## src/design/rvp_pkg.sv

```systemverilog
// Constants for the regulator and bus power control block
//
// Behaviour
// - Register bit 6 reads the present, synchronised bus power level.
// - With its interrupt enabled, every bus power edge raises an interrupt.
// - The bus power interrupt is edge-only; no pending flag is kept.
// - With USB as reset source, every bus power edge requests system reset.
// - Bit 7 set disables the USB supply regulator; clear keeps it on.
// - Bit 4 selects USB supply regulator low-power suspend mode.
// - Bit 3 shuts the core regulator in stop mode; only pin reset wakes.
// - Bit 1 selects core regulator low-power mode.
// - Bit 0 powers program memory down between clocks when not fetching.
// - Memory power gating has no effect while prefetch is enabled.
// - Slow-to-fast clock change with gating stalls fetches up to 20 clocks.
package rvp_pkg;

  // ****************************************************************
  // Register map
  // ****************************************************************
  localparam logic [7:0] REG_CTRL_ADDR = 8'hC9;
  localparam logic [7:0] REG_CTRL_RESET = 8'h00;
  // Bits software can store; bit 6 is status only
  localparam logic [7:0] REG_CTRL_WMASK = 8'hBF;

  // ****************************************************************
  // Field positions
  // ****************************************************************
  localparam int BIT_USB_REG_DISABLE = 7;
  localparam int BIT_BUS_POWER = 6;
  localparam int BIT_USB_LOW_POWER = 4;
  localparam int BIT_STOP_REG_OFF = 3;
  localparam int BIT_CORE_LOW_POWER = 1;
  localparam int BIT_MEM_GATING = 0;

  // ****************************************************************
  // Timing
  // ****************************************************************
  // Settle time of memory supply, counted in system clocks as printed
  localparam int MEM_SETTLE_CLOCKS = 20;
  localparam int SYNC_STAGES = 2;

  // ****************************************************************
  // Memory power states, Gray along awake -> gated -> settle
  // ****************************************************************
  typedef enum logic [1:0] {
    MP_AWAKE = 2'b00,
    MP_GATED = 2'b01,
    MP_SETTLE = 2'b11
  } rvp_mem_state_t;

endpackage

```

## src/design/rvp_level_sync.sv

```systemverilog
// Two-stage synchroniser for the bus power pin
`timescale 1ns/1ps
module rvp_level_sync (
  input wire logic mclk_in,
  input wire logic sys_rst_in,
  input wire logic async_in,
  output logic sync_out
);

  logic meta_q;
  logic sync_q;

  // First stage feeds only the second; nothing else may look at it
  always_ff @(posedge mclk_in)
  begin
    if (sys_rst_in)
    begin
      meta_q <= 1'b0;
      sync_q <= 1'b0;
    end
    else
    begin
      meta_q <= async_in;
      sync_q <= meta_q;
    end
  end

  assign sync_out = sync_q;

endmodule // rvp_level_sync

```

## src/design/rvp_regulator_ctrl.sv

```systemverilog
// Regulator control register, bus power detection and memory power gating
`timescale 1ns/1ps
module rvp_regulator_ctrl #(
  parameter int STALL_CLOCKS = rvp_pkg::MEM_SETTLE_CLOCKS
) (
  input wire logic mclk_in,
  input wire logic sys_rst_in,
  // Special function register port
  input wire logic [7:0] sfr_addr_in,
  input wire logic [7:0] sfr_wdata_in,
  input wire logic sfr_wr_in,
  input wire logic sfr_rd_in,
  output logic [7:0] sfr_rdata_out,
  // Bus power pin and event controls
  input wire logic vbus_pin_in,
  input wire logic vbus_irq_enable_in,
  input wire logic usb_reset_source_in,
  output logic vbus_irq_out,
  output logic vbus_reset_req_out,
  // Regulator controls
  input wire logic stop_mode_in,
  output logic usb_regulator_disable_out,
  output logic usb_regulator_low_power_out,
  output logic core_regulator_low_power_out,
  output logic core_regulator_shutdown_out,
  // Program memory power
  input wire logic prefetch_enable_in,
  input wire logic fetch_active_in,
  input wire logic clk_fast_in,
  output logic mem_power_down_out,
  output logic fetch_stall_out
);

  // ****************************************************************
  // Elaboration checks
  // ****************************************************************
  if (STALL_CLOCKS < 1 || STALL_CLOCKS > 255)
  begin : g_bad_stall
    $error("STALL_CLOCKS must lie in 1..255");
  end

  localparam logic [7:0] STALL_LAST = 8'(STALL_CLOCKS - 1);

  // Address match shared by read and write paths
  function automatic logic ctrl_hit(input logic [7:0] addr);
    return addr == rvp_pkg::REG_CTRL_ADDR;
  endfunction

  logic [7:0] ctrl_q;
  logic [7:0] rdata_q;
  logic vbus_level;
  logic vbus_prev_q;
  logic vbus_edge;
  logic irq_q;
  logic rst_req_q;
  logic fast_prev_q;
  logic fast_rise;
  logic gating_active;
  logic [7:0] stall_cnt_q;
  rvp_pkg::rvp_mem_state_t mem_state_q;
  rvp_pkg::rvp_mem_state_t mem_state_d;

  // ****************************************************************
  // Bus power detection
  // ****************************************************************
  // Pin is asynchronous to the core clock
  rvp_level_sync u_vbus_sync (
    .mclk_in(mclk_in),
    .sys_rst_in(sys_rst_in),
    .async_in(vbus_pin_in),
    .sync_out(vbus_level)
  );

  // Delayed copy for edge detection, taken after synchronisation
  always_ff @(posedge mclk_in)
  begin
    if (sys_rst_in)
      vbus_prev_q <= 1'b0;
    else
      vbus_prev_q <= vbus_level;
  end

  assign vbus_edge = vbus_level ^ vbus_prev_q;

  // Event pulses; nothing latched so software has nothing to clear
  always_ff @(posedge mclk_in)
  begin
    if (sys_rst_in)
    begin
      irq_q <= 1'b0;
      rst_req_q <= 1'b0;
    end
    else
    begin
      irq_q <= vbus_edge && vbus_irq_enable_in;
      rst_req_q <= vbus_edge && usb_reset_source_in;
    end
  end

  assign vbus_irq_out = irq_q;
  assign vbus_reset_req_out = rst_req_q;

  // ****************************************************************
  // Control register
  // ****************************************************************
  // Reserved bits are stored as written; status bit is never stored
  always_ff @(posedge mclk_in)
  begin
    if (sys_rst_in)
      ctrl_q <= rvp_pkg::REG_CTRL_RESET;
    else if (sfr_wr_in && ctrl_hit(sfr_addr_in))
      ctrl_q <= sfr_wdata_in & rvp_pkg::REG_CTRL_WMASK;
  end

  // Registered read; other addresses answer zero on the shared bus
  always_ff @(posedge mclk_in)
  begin
    if (sys_rst_in)
      rdata_q <= 8'h00;
    else if (sfr_rd_in && ctrl_hit(sfr_addr_in))
    begin
      rdata_q <= ctrl_q;
      rdata_q[rvp_pkg::BIT_BUS_POWER] <= vbus_level;
    end
    else
      rdata_q <= 8'h00;
  end

  assign sfr_rdata_out = rdata_q;

  // Regulator control levels
  assign usb_regulator_disable_out = ctrl_q[rvp_pkg::BIT_USB_REG_DISABLE];
  assign usb_regulator_low_power_out = ctrl_q[rvp_pkg::BIT_USB_LOW_POWER];
  assign core_regulator_low_power_out = ctrl_q[rvp_pkg::BIT_CORE_LOW_POWER];
  // Shutdown removes all wake paths but the reset pin, so only in stop
  assign core_regulator_shutdown_out =
    stop_mode_in && ctrl_q[rvp_pkg::BIT_STOP_REG_OFF];

  // ****************************************************************
  // Program memory power gating
  // ****************************************************************
  // Prefetch keeps memory busy continuously, so gating is overridden
  assign gating_active = ctrl_q[rvp_pkg::BIT_MEM_GATING] && !prefetch_enable_in;

  always_ff @(posedge mclk_in)
  begin
    if (sys_rst_in)
      fast_prev_q <= 1'b0;
    else
      fast_prev_q <= clk_fast_in;
  end

  assign fast_rise = clk_fast_in && !fast_prev_q;

  // Next state of the memory power sequencer
  always_comb
  begin
    mem_state_d = mem_state_q;
    case (mem_state_q)
      rvp_pkg::MP_AWAKE:
        if (gating_active && fast_rise)
          mem_state_d = rvp_pkg::MP_SETTLE;
        else if (gating_active)
          mem_state_d = rvp_pkg::MP_GATED;
      rvp_pkg::MP_GATED:
        if (!gating_active)
          mem_state_d = rvp_pkg::MP_AWAKE;
        else if (fast_rise)
          mem_state_d = rvp_pkg::MP_SETTLE;
      rvp_pkg::MP_SETTLE:
        if (stall_cnt_q == STALL_LAST)
          mem_state_d = gating_active ? rvp_pkg::MP_GATED : rvp_pkg::MP_AWAKE;
      default:
        mem_state_d = rvp_pkg::MP_AWAKE;
    endcase
  end

  always_ff @(posedge mclk_in)
  begin
    if (sys_rst_in)
      mem_state_q <= rvp_pkg::MP_AWAKE;
    else
      mem_state_q <= mem_state_d;
  end

  // Settle counter runs only while stalling
  always_ff @(posedge mclk_in)
  begin
    if (sys_rst_in)
      stall_cnt_q <= 8'h00;
    else if (mem_state_q == rvp_pkg::MP_SETTLE && stall_cnt_q != STALL_LAST)
      stall_cnt_q <= stall_cnt_q + 8'h01;
    else
      stall_cnt_q <= 8'h00;
  end

  // Memory is off only between fetches; settle keeps the supply up
  // Gating is checked again here so prefetch wins at once, not a state later
  assign mem_power_down_out =
    (mem_state_q == rvp_pkg::MP_GATED) && gating_active && !fetch_active_in;
  assign fetch_stall_out = (mem_state_q == rvp_pkg::MP_SETTLE);

  // ****************************************************************
  // Assertion helpers
  // ****************************************************************
  // Run length of the stall, counted apart from the sequencer's own counter
  logic [8:0] stall_seen_q;

  always_ff @(posedge mclk_in)
  begin
    if (sys_rst_in)
      stall_seen_q <= 9'h000;
    else if (fetch_stall_out)
      stall_seen_q <= stall_seen_q + 9'h001;
    else
      stall_seen_q <= 9'h000;
  end
endmodule // rvp_regulator_ctrl

```

## config.mk

```make
export PLATFORM = sky130hd
export DESIGN_NAME = rvp_regulator_ctrl
export DESIGN_NICKNAME = d
export VERILOG_FILES = /design/src/design/rvp_pkg.sv /design/src/design/rvp_level_sync.sv /design/src/design/rvp_regulator_ctrl.sv
export SDC_FILE = /design/constraint.sdc
export NUM_CORES = 1
export LEC_CHECK = 0
export ABC_AREA = 1
export BUFFER_PORTS_ARGS = -buffer_cell sky130_fd_sc_hd__buf_2
export CORE_ASPECT_RATIO = 1.5
export CORE_MARGIN = 3
export CORE_UTILIZATION = 51
export DETAILED_ROUTE_END_ITERATION = 10
export GPL_TIMING_DRIVEN = 0
export HOLD_SLACK_MARGIN = 0.1
export PLACE_DENSITY = 0.81
export SYNTH_ARGS = -nofsm -noshare
export SYNTH_HDL_FRONTEND = slang
export SYNTH_SLANG_ARGS = --single-unit
```

## constraint.sdc

```tcl
create_clock -name mclk_in -period 2.9 [get_ports mclk_in]
set_input_delay 0.29 -clock mclk_in [delete_from_list [all_inputs] [get_ports mclk_in]]
set_output_delay 0.29 -clock mclk_in [all_outputs]
set_load 0.02 [all_outputs]
```

==> results_dict.tcl <==
set metrics [dict create \
    drt-pass1-iter-count 4 \
    portBuffers 40 \
    cts_setup_buffers 0 \
    syn2layout_area_growth_pct 22.8 \
    yosysSeqAreaShare 0.508 \
    crit_required_ps 2610 \
    hold_viol_final 0 \
    final_nets 245 \
    htree_levels 2 \
    hold_buffers 0 \
    die_x_um 46.0 \
    worstPathMaxFanout 7 \
    wirelength_mm 2.48 \
    yosysTopAreaCell "dfxtp_1" \
    grt_pass1_vias 1117 \
    tightest_slew_ps 361 \
    place_ws_ps 1540 \
    async_reset_ff_frac 0 \
    hp-class "input port to register" \
    avgSynthCellArea_um2 7.19 \
    avgRoutedWirePerCell_um 10.3 \
    cts_tree "yes" \
    clkSlewWorstSetupHoldPaths_ps 90 \
    finalSetupTns_ps 0 \
    synth_fp_nets 198 \
    clock_tree.buffer_depth 2 \
    drv_slew 0 \
    grt_max_degree 11 \
    die_h_um 66.0 \
    drt_iter0_markers 27 \
    post-route-drc-count 0 \
    ant_nets 0 \
    irDropWorstVdd_uv 392 \
    finClkSkew_ps 4.72 \
    cts-buffers-inserted 5 \
    rows 21 \
    rsz0062_at_grt "false" \
    ys_ff_latch 31 \
    avgViaCountPerCell 4.82 \
    clk_latency_ps 320 \
    slew_headroom 0.758 \
    synth.top_cell.area_share 0.508 \
    setup_viol 0 \
    synth_flop_cell "dfxtp_1" \
    critPathArrivalTime_ps 1220 \
    ys_types 21 \
    clock-sinks 31 \
    grt.overflow.total 0 \
    crit_path_end_kind "output port" \
    fmax_mhz 663 \
    finalCriticalPeriod_ps 1510 \
    status "complete, no violations" \
    holdPathStages 3 \
    dieArea_um2 3030 \
    antennaDiodeCount 0 \
    final_common_cell "nor2_1" \
    grt_use_total 0.184 \
    ctsRootBufferMaster "clkbuf_4" \
    setup_ws_ps 1390 \
    p_leak_uw 0.000796 \
    fp.coreArea_um2 2260 \
    critical_path_class "register to output port" \
    synth.area.top_cells "dfxtp_1 51%, nor2_1 13%, nand2_1 11%" \
    netlist_instances 170 \
    synth_area_um2 1220 \
    fin_crit_sh 0.520 \
    antenna_found_initial 0 \
    start_util 0.541 \
    gp_congestion 0.748 \
    synth_edf_count 0 \
    dp_hpwl_mm 1.93 \
    mostFrequentLayoutCells "42 x nor2_1, 41 x buf_2, 36 x nand2_1, 31 x inv_1, 31 x dfxtp_1" \
    vias 1161 \
    cap_violations 0 \
    io-pin-count 43 \
    cts_resized 0 \
    ys_warn_count 0 \
    grt_pass1_wl_mm 4.06 \
    worst_setup_path_start_kind "register" \
    cellPowerDensity_nw_per_um2 482 \
    drive_above_1_share 0.234 \
    rr_worst_depth 6 \
]
## power by group
group	internal (uW)	switching (uW)	leakage [uW]
combinational	23.9	30.1	0.000516
sequential	432	3.41	0.000251
clock	94.4	140	0.0000293
## path summary, 6_finish.rpt
check	to	from	slack (ps)
max	mem_power_down_out	mem_state_q[0]$_SDFFE_PP0P_	1390
min	u_vbus_sync.meta_q$_SDFF_PP0_	vbus_pin_in	160
max reg2reg	stall_cnt_q[7]$_SDFF_PP0_	stall_cnt_q[0]$_SDFF_PP0_	1640
min reg2reg	u_vbus_sync.sync_out$_SDFF_PP0_	u_vbus_sync.meta_q$_SDFF_PP0_	410
## cell families after synthesis
logic type	Yosys count	synth area share
AND/OR/NAND/NOR	94	0.316
buffers and inverters	34	0.112
flip-flops	31	0.508
AO/OA/AOI/OAI	6	0.0256
XOR/XNOR	4	0.0287
adder cells (fa/ha/maj)	1	0.0102
## layer usage
metal | share of wire | wire (um) | global-route usage
met1 | 0.38 | 940 | 0.175
met2 | 0.53 | 1310 | 0.319
met3 | 0.065 | 160 | 0.0599
met4 | 0.025 | 63 | 0.114
met5 | 0 | 0 | 0
## through the flow
stage | cells | instance area [um2] | utilization | total power (uW) | hold WS, ps
2_1_floorplan | 170 | 1220 | - | 476 | 388
3_3_place_gp | 233 | 1450 | 0.642 | 496 | 394
3_5_place_dp | 233 | 1450 | 0.642 | 500 | 398
4_1_cts | 241 | 1500 | 0.664 | 727 | 162
5_1_grt | 241 | 1500 | 0.664 | 755 | 155
6_report | 241 | 1500 | 0.664 | 724 | 164
## worst max-delay path, cell delays in order, from the launching register on
cell	delay, ps
dfxtp_1	340
inv_1	100
nor4_1	250
buf_2	210
## flip-flops by register name, summed over array words and instances (netlist names)
name / count
u_vbus_sync.sync_out: 1
fast_prev_q: 1
u_vbus_sync.meta_q: 1
mem_state_q: 2
stall_cnt_q: 8
vbus_prev_q: 1
sfr_rdata_out: 8
vbus_reset_req_out: 1
vbus_irq_out: 1
ctrl_q: 7
## synthesized netlist by cell type (2+ instances only)
cell      n
inv_1    31
nor2_1   42
a21oi_1   3
nand3_1   8
dfxtp_1  31
xor2_1    4
o21ai_0   2
nand2_1  36
## layout make-up
type                    count  area (um2)
fillers                   188         758
flip-flops and latches     31         621
multi-input cells         105         465
repair buffers             40         200
inverters                  32         120
clock buffers               7        45.0
well taps                  23        28.8
plain buffers               2        16.3
clock inverters             1        5.00
(Power assumes the default switching activity.)
